### config.mk
export PLATFORM = sky130hd
export DESIGN_NAME = crmc_top
export DESIGN_NICKNAME = d
export VERILOG_FILES = /design/src/crmc_pkg.sv /design/src/crmc_top.sv
export SDC_FILE = /design/constraint.sdc
export NUM_CORES = 1
export LEC_CHECK = 0
export BUFFER_PORTS_ARGS = -buffer_cell sky130_fd_sc_hd__buf_4
export CAP_MARGIN = 20
export CORE_ASPECT_RATIO = 1.1
export CORE_UTILIZATION = 35
export CTS_BUF_LIST = sky130_fd_sc_hd__clkbuf_8
export DETAILED_ROUTE_END_ITERATION = 12
export PLACE_DENSITY = 0.67
export SLEW_MARGIN = 20
export SYNTH_ARGS = -nofsm -noshare
export SYNTH_HDL_FRONTEND = slang
export SYNTH_SLANG_ARGS = --single-unit
### constraint.sdc
create_clock -name pclk -period 2.35 [get_ports pclk]
set_clock_uncertainty 0.15 [all_clocks]
set_input_delay 0.47 -clock pclk [delete_from_list [all_inputs] [get_ports pclk]]
set_output_delay 0.47 -clock pclk [all_outputs]
set_load 0.03 [all_outputs]
### src/crmc_pkg.sv
// Constants, types and register map for the custom reference monitor configuration block
// Overview of operation
// - Coarse high limit A bits 15:8 come from its upper register byte.
// - Each custom A sample window spans the programmed cycle field plus one.
// - Prescale bit set makes the coarse monitor divide reference A by four.
// - Multiplier B is 14 bits: low byte 7:0, next register bits 5:0.
// - Period low bound B is the lower limit of its single-cycle monitor.
// - Coarse high limit A bits 7:0 come from the preceding register.
package crmc_pkg;

  // APB geometry
  localparam int CRMC_ADDR_W = 12;
  localparam int CRMC_DATA_W = 32;
  localparam int CRMC_IDX_W = 10;
  localparam logic [1:0] CRMC_ALIGNED = 2'h0;

  // Register indices; byte address is four times the index
  localparam logic [9:0] IDX_HIGH_LIMIT_A_LOWER = 10'h06d;
  localparam logic [9:0] IDX_HIGH_LIMIT_A_UPPER = 10'h06e;
  localparam logic [9:0] IDX_CYCLE_COUNT_A = 10'h06f;
  localparam logic [9:0] IDX_PRESCALE_A = 10'h070;
  localparam logic [9:0] IDX_MULTIPLIER_B_LOW = 10'h071;
  localparam logic [9:0] IDX_MULTIPLIER_B_HIGH = 10'h072;
  localparam logic [9:0] IDX_PERIOD_LOW_LIMIT_B = 10'h073;
  localparam logic [9:0] IDX_MONITOR_STATUS = 10'h080;
  localparam logic [9:0] IDX_MEASURED_COUNT_A = 10'h081;

  // Reset values and writable-bit masks
  localparam logic [7:0] CRMC_REG_RESET = 8'h00;
  localparam logic [7:0] CRMC_MASK_FULL = 8'hff;
  localparam logic [7:0] CRMC_MASK_PRESCALE = 8'h01;
  localparam logic [7:0] CRMC_MASK_MULT_HIGH = 8'h3f;

  // Status bit positions
  localparam int STAT_A_OVER = 0;
  localparam int STAT_B_UNDER = 1;
  localparam int STAT_A_BUSY = 2;

  // Prescaler: pass one reference edge out of four
  localparam logic [1:0] CRMC_PRESCALE_LAST = 2'h3;
  localparam logic [1:0] CRMC_PRESCALE_RESET = 2'h0;

  // Multiplier B unit, in hertz
  localparam int CRMC_MULT_UNIT_HZ = 8000;

  localparam logic [15:0] CRMC_COUNT_MAX = 16'hffff;
  localparam logic [7:0] CRMC_PERIOD_MAX = 8'hff;

  typedef enum logic [1:0] {
    CRMC_IDLE = 2'b00,
    CRMC_RUN = 2'b01,
    CRMC_DONE = 2'b11
  } crmc_win_t;

  typedef struct packed {
    logic [15:0] high_limit_a;
    logic [7:0] cycle_count_a_field;
    logic prescale_a_enable;
    logic [13:0] multiplier_b;
    logic [7:0] period_low_bound_b;
  } crmc_cfg_t;

  typedef struct packed {
    logic b_under;
    logic a_over;
  } crmc_flag_t;

endpackage : crmc_pkg

### src/crmc_top.sv
// APB register slice and reference monitors for custom configurations A and B
module crmc_top
  import crmc_pkg::*;
(
  // Clock and reset
  input wire logic pclk,
  input wire logic presetn,
  // APB slave
  input wire logic psel,
  input wire logic penable,
  input wire logic pwrite,
  input wire logic [CRMC_ADDR_W-1:0] paddr,
  input wire logic [CRMC_DATA_W-1:0] pwdata,
  input wire logic [3:0] pstrb,
  output logic [CRMC_DATA_W-1:0] prdata,
  output logic pready,
  output logic pslverr,
  // Reference edges, one-cycle pulses
  input wire logic ref_a_tick,
  input wire logic ref_b_tick,
  // Configuration and monitor results
  output crmc_cfg_t cfg,
  output crmc_flag_t out_of_range
);

  logic [7:0] high_limit_a_lower_bits;
  logic [7:0] high_limit_a_upper_bits;
  logic [7:0] cycle_count_a_field;
  logic [7:0] prescale_a_reg;
  logic [7:0] multiplier_b_lower_bits;
  logic [7:0] multiplier_b_upper_bits;
  logic [7:0] period_low_bound_b;
  logic [15:0] measured_a;
  logic [15:0] last_count_a;
  logic [7:0] cyc_a;
  logic [1:0] pre_cnt;
  logic pre_tick;
  logic [7:0] period_b;
  logic seen_b;
  logic set_a_over;
  logic set_b_under;
  logic setup;
  logic hit;
  logic wr;
  logic [CRMC_IDX_W-1:0] idx;
  logic [CRMC_DATA_W-1:0] next_prdata;
  crmc_win_t win_a;
  crmc_win_t next_win_a;

  function automatic logic idx_hit(input logic [CRMC_IDX_W-1:0] i);
    return (i >= IDX_HIGH_LIMIT_A_LOWER && i <= IDX_PERIOD_LOW_LIMIT_B) ||
           i == IDX_MONITOR_STATUS || i == IDX_MEASURED_COUNT_A;
  endfunction : idx_hit

  function automatic logic [7:0] masked(input logic [7:0] d, input logic [7:0] m);
    return d & m;
  endfunction : masked

  assign idx = paddr[CRMC_ADDR_W-1:2];
  assign hit = idx_hit(idx) && paddr[1:0] == CRMC_ALIGNED;
  assign setup = psel && !penable;
  assign wr = psel && penable && pready && pwrite && !pslverr && pstrb[0];

  // Bus handshake: zero-wait access phase, error on unmapped or misaligned
  always_ff @(posedge pclk or negedge presetn) begin
    if (!presetn) begin
      pready <= 1'b0;
      pslverr <= 1'b0;
      prdata <= '0;
    end else begin
      pready <= setup;
      pslverr <= setup && !hit;
      if (setup) begin
        prdata <= next_prdata;
      end
    end
  end

  always_comb begin
    next_prdata = '0;
    if (hit && !pwrite) begin
      unique case (idx)
        IDX_HIGH_LIMIT_A_LOWER: next_prdata[7:0] = high_limit_a_lower_bits;
        IDX_HIGH_LIMIT_A_UPPER: next_prdata[7:0] = high_limit_a_upper_bits;
        IDX_CYCLE_COUNT_A: next_prdata[7:0] = cycle_count_a_field;
        IDX_PRESCALE_A: next_prdata[7:0] = prescale_a_reg;
        IDX_MULTIPLIER_B_LOW: next_prdata[7:0] = multiplier_b_lower_bits;
        IDX_MULTIPLIER_B_HIGH: next_prdata[7:0] = multiplier_b_upper_bits;
        IDX_PERIOD_LOW_LIMIT_B: next_prdata[7:0] = period_low_bound_b;
        IDX_MONITOR_STATUS: begin
          next_prdata[STAT_A_OVER] = out_of_range.a_over;
          next_prdata[STAT_B_UNDER] = out_of_range.b_under;
          next_prdata[STAT_A_BUSY] = win_a != CRMC_IDLE;
        end
        IDX_MEASURED_COUNT_A: next_prdata[15:0] = last_count_a;
        default: next_prdata = '0;
      endcase
    end
  end

  // Configuration registers; reserved bits are held at zero
  always_ff @(posedge pclk or negedge presetn) begin
    if (!presetn) begin
      high_limit_a_lower_bits <= CRMC_REG_RESET;
      high_limit_a_upper_bits <= CRMC_REG_RESET;
      cycle_count_a_field <= CRMC_REG_RESET;
      prescale_a_reg <= CRMC_REG_RESET;
      multiplier_b_lower_bits <= CRMC_REG_RESET;
      multiplier_b_upper_bits <= CRMC_REG_RESET;
      period_low_bound_b <= CRMC_REG_RESET;
    end else if (wr) begin
      unique case (idx)
        IDX_HIGH_LIMIT_A_LOWER: high_limit_a_lower_bits <= masked(pwdata[7:0], CRMC_MASK_FULL);
        IDX_HIGH_LIMIT_A_UPPER: high_limit_a_upper_bits <= masked(pwdata[7:0], CRMC_MASK_FULL);
        IDX_CYCLE_COUNT_A: cycle_count_a_field <= masked(pwdata[7:0], CRMC_MASK_FULL);
        IDX_PRESCALE_A: prescale_a_reg <= masked(pwdata[7:0], CRMC_MASK_PRESCALE);
        IDX_MULTIPLIER_B_LOW: multiplier_b_lower_bits <= masked(pwdata[7:0], CRMC_MASK_FULL);
        IDX_MULTIPLIER_B_HIGH: multiplier_b_upper_bits <= masked(pwdata[7:0], CRMC_MASK_MULT_HIGH);
        IDX_PERIOD_LOW_LIMIT_B: period_low_bound_b <= masked(pwdata[7:0], CRMC_MASK_FULL);
        default: ;
      endcase
    end
  end

  // High limit A assembled from two bytes
  assign cfg.high_limit_a = {high_limit_a_upper_bits, high_limit_a_lower_bits};
  assign cfg.cycle_count_a_field = cycle_count_a_field;
  assign cfg.prescale_a_enable = prescale_a_reg[0];
  // Multiplier B assembled to 14 bits
  assign cfg.multiplier_b = {multiplier_b_upper_bits[5:0], multiplier_b_lower_bits};
  assign cfg.period_low_bound_b = period_low_bound_b;

  // Divide reference A by four when enabled
  always_ff @(posedge pclk or negedge presetn) begin
    if (!presetn) begin
      pre_cnt <= CRMC_PRESCALE_RESET;
    end else if (!cfg.prescale_a_enable) begin
      pre_cnt <= CRMC_PRESCALE_RESET;
    end else if (ref_a_tick) begin
      pre_cnt <= pre_cnt + 2'h1;
    end
  end

  assign pre_tick = ref_a_tick && (!cfg.prescale_a_enable || pre_cnt == CRMC_PRESCALE_LAST);

  // Window of cycle field plus one prescaled reference cycles
  always_comb begin
    next_win_a = win_a;
    unique case (win_a)
      CRMC_IDLE: if (pre_tick) next_win_a = CRMC_RUN;
      CRMC_RUN: if (pre_tick && cyc_a == cycle_count_a_field) next_win_a = CRMC_DONE;
      CRMC_DONE: next_win_a = CRMC_IDLE;
      default: next_win_a = CRMC_IDLE;
    endcase
  end

  always_ff @(posedge pclk or negedge presetn) begin
    if (!presetn) begin
      win_a <= CRMC_IDLE;
      cyc_a <= CRMC_REG_RESET;
      measured_a <= '0;
    end else begin
      win_a <= next_win_a;
      if (win_a == CRMC_IDLE) begin
        cyc_a <= CRMC_REG_RESET;
        measured_a <= '0;
      end else if (win_a == CRMC_RUN) begin
        if (measured_a != CRMC_COUNT_MAX) begin
          measured_a <= measured_a + 16'h1;
        end
        if (pre_tick) begin
          cyc_a <= cyc_a + 8'h1;
        end
      end
    end
  end

  always_ff @(posedge pclk or negedge presetn) begin
    if (!presetn) begin
      last_count_a <= '0;
    end else if (win_a == CRMC_DONE) begin
      last_count_a <= measured_a;
    end
  end

  // Single-cycle period of reference B against its low bound
  always_ff @(posedge pclk or negedge presetn) begin
    if (!presetn) begin
      period_b <= '0;
      seen_b <= 1'b0;
    end else if (ref_b_tick) begin
      period_b <= 8'h1;
      seen_b <= 1'b1;
    end else if (period_b != CRMC_PERIOD_MAX) begin
      period_b <= period_b + 8'h1;
    end
  end

  assign set_a_over = win_a == CRMC_DONE && measured_a > cfg.high_limit_a;
  assign set_b_under = ref_b_tick && seen_b && period_b < period_low_bound_b;

  // Sticky flags, write one to clear; a new event wins over the clear
  always_ff @(posedge pclk or negedge presetn) begin
    if (!presetn) begin
      out_of_range <= '0;
    end else begin
      if (set_a_over) begin
        out_of_range.a_over <= 1'b1;
      end else if (wr && idx == IDX_MONITOR_STATUS && pwdata[STAT_A_OVER]) begin
        out_of_range.a_over <= 1'b0;
      end
      if (set_b_under) begin
        out_of_range.b_under <= 1'b1;
      end else if (wr && idx == IDX_MONITOR_STATUS && pwdata[STAT_B_UNDER]) begin
        out_of_range.b_under <= 1'b0;
      end
    end
  end
endmodule : crmc_top

; ---- Word-level counts from Yosys, hierarchy flattened
; Index checks and enable logic that the tools add are counted.
; Widths: inputs -> output; s select.
[op_classes]
add_sub_neg = 4
order_cmp = 4
n_eq_ne = 18
muxes = 21
reduce_logical = 45
[ops]
columns = operator, n
row1 = $eq 10x7->1 const B, 7
row2 = $mux 16, 4
row3 = $mux 8, 6
row4 = $pmux 5 s7, 1
row5 = $pmux 3 s9, 1
row6 = $eq 10x8->1 const B, 2
row7 = $reduce_and 2->1, 10
row8 = $logic_and 1x1->1, 18
row9 = $add 16x1->16 const B, 1
row10 = $add 8x1->8 const B, 2
row11 = $gt 16x16->1, 1
row12 = $ne 16x16->1 const B, 1
row13 = $reduce_bool 2->1, 7
row14 = $ge 10x7->1 const B, 1
row15 = $le 10x7->1 const B, 1
row16 = $eq 8x8->1, 1
row17 = $lt 8x8->1, 1
row18 = $mux 2, 4
row19 = $ne 8x8->1 const B, 1
row20 = $ne 2x2->1 const B, 3
row21 = $logic_not 1->1, 5
row22 = $eq 2x2->1 const B, 2
row23 = $logic_not 2->1, 2
row24 = $mux 1, 4
row25 = other kinds (4), 6
[word_totals]
reg_bits = 136
inputBits = 55
output_inout_bits = 83
elab_cells = 111

; ---- Depth between registers and ports, before layout
[logic_depth]
word_depth = 9
mapped_depth = 8
mapped_depth_nobuf = 7

; ---- Worst setup path before layout
; Ideal clock, no wire load.
[synth_path]
path_kind = register to register
startpoint = register high_limit_a_upper_bits[6]
endpoint = register out_of_range[0] (netlist bit)
setup_ns = 0.121
arrival_ns = 1.856
path_slack_ns = 0.223
path_stages_with_launch = 8
period_less_slack_ns = 2.127
path_cell_list = dfrtp_1 -> inv_1 -> ha_1 -> a21oi_1 -> nand2_1 -> a221o_1 -> a211o_1 -> a22o_1
[synth_between]
elab_chain_len = 3
[synth_rtl]
columns = element, line
row1 = start: declaration, crmc_top.sv:27  ; logic [7:0] high_limit_a_upper_bits;
row2 = start signal: assignment, crmc_top.sv:114  ; IDX_HIGH_LIMIT_A_UPPER: high_limit_a_upper_bits <= masked(pwdata[7:0], CRMC_MASK_FULL);
row3 = $gt 16x16->1 (*), crmc_top.sv:199  ; assign set_a_over = win_a == CRMC_DONE && measured_a > cfg.high_limit_a;
row4 = $logic_and 1x1->1 (*), crmc_top.sv:199
row5 = $mux 1 or $reduce_bool 2->1 (tied branches), --
row6 = end: declaration, crmc_top.sv:23  ; output crmc_flag_t out_of_range
; Mark *: on every way between the ends. The rest lies on a longest branch, timed or not.
; A chain may end at the register's enable or synchronous reset.

; ---- Worst setup path in the final report
[layout_path]
startpoint = register measured_a[7]
endpoint = register measured_a[6]
[layout_between]
elab_chain_len = 3
[layout_rtl]
columns = element, line
row1 = start: declaration, crmc_top.sv:33  ; logic [15:0] measured_a;
row2 = start signal: assignment, crmc_top.sv:169  ; measured_a <= measured_a + 16'h1;
row3 = $ne 16x16->1, crmc_top.sv:168  ; if (measured_a != CRMC_COUNT_MAX) begin
row4 = $reduce_bool 2->1 (no line), --
row5 = $reduce_and 2->1 (no line), --
; No other way between the ends.

==> results.json <==
{
  "clkPwrFrac": 0.411,
  "instances_no_fill": 966,
  "ys_seq_area_frac": 0.4667,
  "place.gp.congestion": 0.9345,
  "synthTopCellsByArea": "dfrtp_1 (47%), mux2_2 (9.5%), ha_1 (5.3%)",
  "drt_iter0_markers": 312,
  "gr-usage-all-layers": 0.1948,
  "vdd_ir_drop_max_v": 0.0003663,
  "cts.clk_slew.worst_paths_ns": 0.07,
  "cts_resized": 0,
  "setup.worst_path.start_class": "flip-flop",
  "mean_instance_size_in_the_synthesized_netlist_um2": 10.85,
  "largest_net_degree_at_the_start_of_global_routing": 42,
  "yosysWarningCount": 0,
  "synth_cells": 593,
  "cellInternalPower_mw": 3.422,
  "rsz0062_at_grt": "false",
  "max_cap_violations": 0,
  "drt.antenna.violating_nets": 0,
  "power.static_leakage_nw": 3.803,
  "wire_per_inst_um": 18.20,
  "tightest_slew_ns": 0.6465,
  "final_number_of_setup_violating_endpoints": 0,
  "layout_top_registers": "last_count_a x16, measured_a x16, prdata x16",
  "class_of_the_most_critical_hold_timing_path": "in2reg",
  "synth.ff_latch_count": 120,
  "synth.lib_cells_used.distinct": 71,
  "final_core_util": 0.4461,
  "area_of_the_mapped_netlist_um2": 6434,
  "clkSinkCount": 120,
  "dominant_register_cell_in_the_synthesized_netlist": "dfrtp_1",
  "hold_start": "ref_b_tick",
  "layout_worst_path_cycle_share": 0.9114,
  "preCtsSetupSlack_ns": 0.08392,
  "critical_path_peak_fanout": 12,
  "synth_async_sr_flop_share": 1.000,
  "synth_largest_type_area_fraction": 0.4667,
  "stdcell_area_um2": 7970,
  "cts_post_setup_buffers_inserted": 0,
  "grt_antenna_before_repair": 0,
  "chipWidth_um": 131.3,
  "die_area_um2": 18930,
  "antennaDiodeCount": 0,
  "placed_area_um2": 7555,
  "drt-vias-per-instance": 5.219,
  "critical_path_required_ns": 2.58,
  "global_route.overflow_total": 0,
  "final_period_minus_worst_setup_slack_ns": 2.142,
  "layout_setup_ws_ns": 0.2083,
  "insertion_delay_ns": 0.46,
  "seq_area_um2": 3003,
  "grt_pass1_vias": 4903,
  "clock_path_buffers": 2,
  "syn2layout_area_growth_pct": 23.88,
  "dpl.cell_count": 933,
  "cts-hold-fix-buffers": 1,
  "io-pin-count": 138,
  "tritoncts": "yes",
  "p_seq_frac": 0.482,
  "num_vias": 5042,
  "detail_route.drc_violations": 0,
  "fillers": 1708,
  "maxClockFrequency_ghz": 0.4669,
  "status": "finished clean",
  "firstDrtPassIters": 6,
  "critical_r2r_launch": "measured_a[7]",
  "critPathLaunch": "measured_a[7]",
  "critical_path.endpoint_type": "flip-flop",
  "core_um2": 17870,
  "timing.hold.ws_ns": 0.09211,
  "grt_pass1_wl_mm": 27.72,
  "power.density_nw_per_um2": 589.0,
  "cts.htree.levels": 4,
  "detail_route.wirelength_mm": 17.58,
  "final_hold_viol_count": 0,
  "nets": 797,
  "post_layout_total_power_mw": 4.695,
  "ctsRootBufferMaster": "clkbuf_8",
  "setup_total_negative_slack_ns": 0,
  "switching_power_mw": 1.273,
  "multiInputGateArea_um2": 3164,
  "synth_edf_count": 0,
  "port_buffers": 94,
  "switching_share": 0.2711,
  "number_of_placement_rows": 51,
  "drive_gt1_frac": 0.3201,
  "synth_top_area_cell": "dfrtp_1",
  "die_y_um": 144.2,
  "maxSlewHeadroom": 0.5657,
  "dp_hpwl_mm": 13.43,
  "cts-buffers-inserted": 17,
  "initial_core_util": 0.3601,
  "worstSetupPathType": "reg2reg",
  "finalMaxSlewViolations": 0,
  "critPathArrivalTime_ns": 2.38,
  "comb_power_share": 0.108
}
## worst paths after layout
path | cells past startpoint | slack, ns | end
setup / recovery | 5 | 0.21 | measured_a[6]
hold / removal | 2 | 0.09 | period_b[6]
setup reg to reg | 5 | 0.21 | measured_a[6]
hold reg to reg | 1 | 0.33 | seen_b
max in group asynchronous | 3 | 1.12 | prdata[13]
min in group asynchronous | 2 | 0.35 | period_b[0]
## cells in the final DEF, fill, tap and decap left out, drive strengths merged, types with 5 or more instances in the layout
master   count
xnor2       21
mux2        60
nor3         8
o21ai       23
clkbuf      18
nor2        39
nand4       14
nand2       50
clkinv       6
a22o         9
a21oi       18
and2         5
nand3       21
dfrtp      120
xor2         8
a2111oi      5
a211oi       9
inv         32
a32oi        5
conb        16
and3         6
mux2i       16
ha          27
buf        123
## cells by family (layout without fill, tap and decap cells)
group | Yosys count | in the layout | share of synthesized area
AND/OR/NAND/NOR | 178 | 178 | 0.1494
flip-flops | 120 | 120 | 0.4667
AO/OA/AOI/OAI | 95 | 95 | 0.1077
multiplexers | 76 | 76 | 0.1334
buffers and inverters | 67 | 187 | 0.05018
XOR/XNOR | 29 | 29 | 0.03948
adder cells (fa/ha/maj) | 27 | 27 | 0.05251
other | 1 | 16 | 0.0005829
## area by class of cell
cell class	instances	share of cell area
Tap cell	238	0.03736
Sequential cell	120	0.3768
Multi-Input combinational cell	421	0.3970
Clock inverter	14	0.01978
Inverter	31	0.01460
Clock buffer	18	0.03108
Timing Repair Buffer	124	0.1234
## power by group through the flow
stage | clock network (mW) | logic [mW] | registers (mW)
floorplan | 0 | 0.334 | 2.28
global placement | 0 | 0.496 | 2.30
detailed placement | 0 | 0.505 | 2.30
CTS | 1.96 | 0.509 | 2.26
global route | 2.04 | 0.569 | 2.27
finish | 1.93 | 0.505 | 2.26
## critical path: stages (launching register included)
cell     delay (ns)
dfrtp_1        0.45
and4_1         0.27
and4_1         0.40
a21o_1         0.32
or3_1          0.33
a21oi_1        0.14
## cell usage after synthesis, drive strengths merged, types with 5 or more instances
cell	count
o21ai	23
nand4	14
mux2i	16
and2	5
xnor2	21
buf	25
a2111oi	5
ha	27
xor2	8
inv	31
nor3	8
a22o	9
a211oi	9
and3	6
clkbuf	11
nand2	50
dfrtp	120
mux2	60
nand3	21
a21oi	18
a32oi	5
nor2	39
## routing by layer
| metal | up-vias | track usage | share of wire |
|---|---|---|---|
| li1 | 2351 | - | - |
| met1 | 2486 | 0.2471 | 0.44 |
| met2 | 178 | 0.3219 | 0.48 |
| met3 | 27 | 0.04522 | 0.057 |
| met4 | 0 | 0.07834 | 0.022 |
| met5 | - | 0 | 0 |
Note: power is estimated with default switching activity, not from simulation.
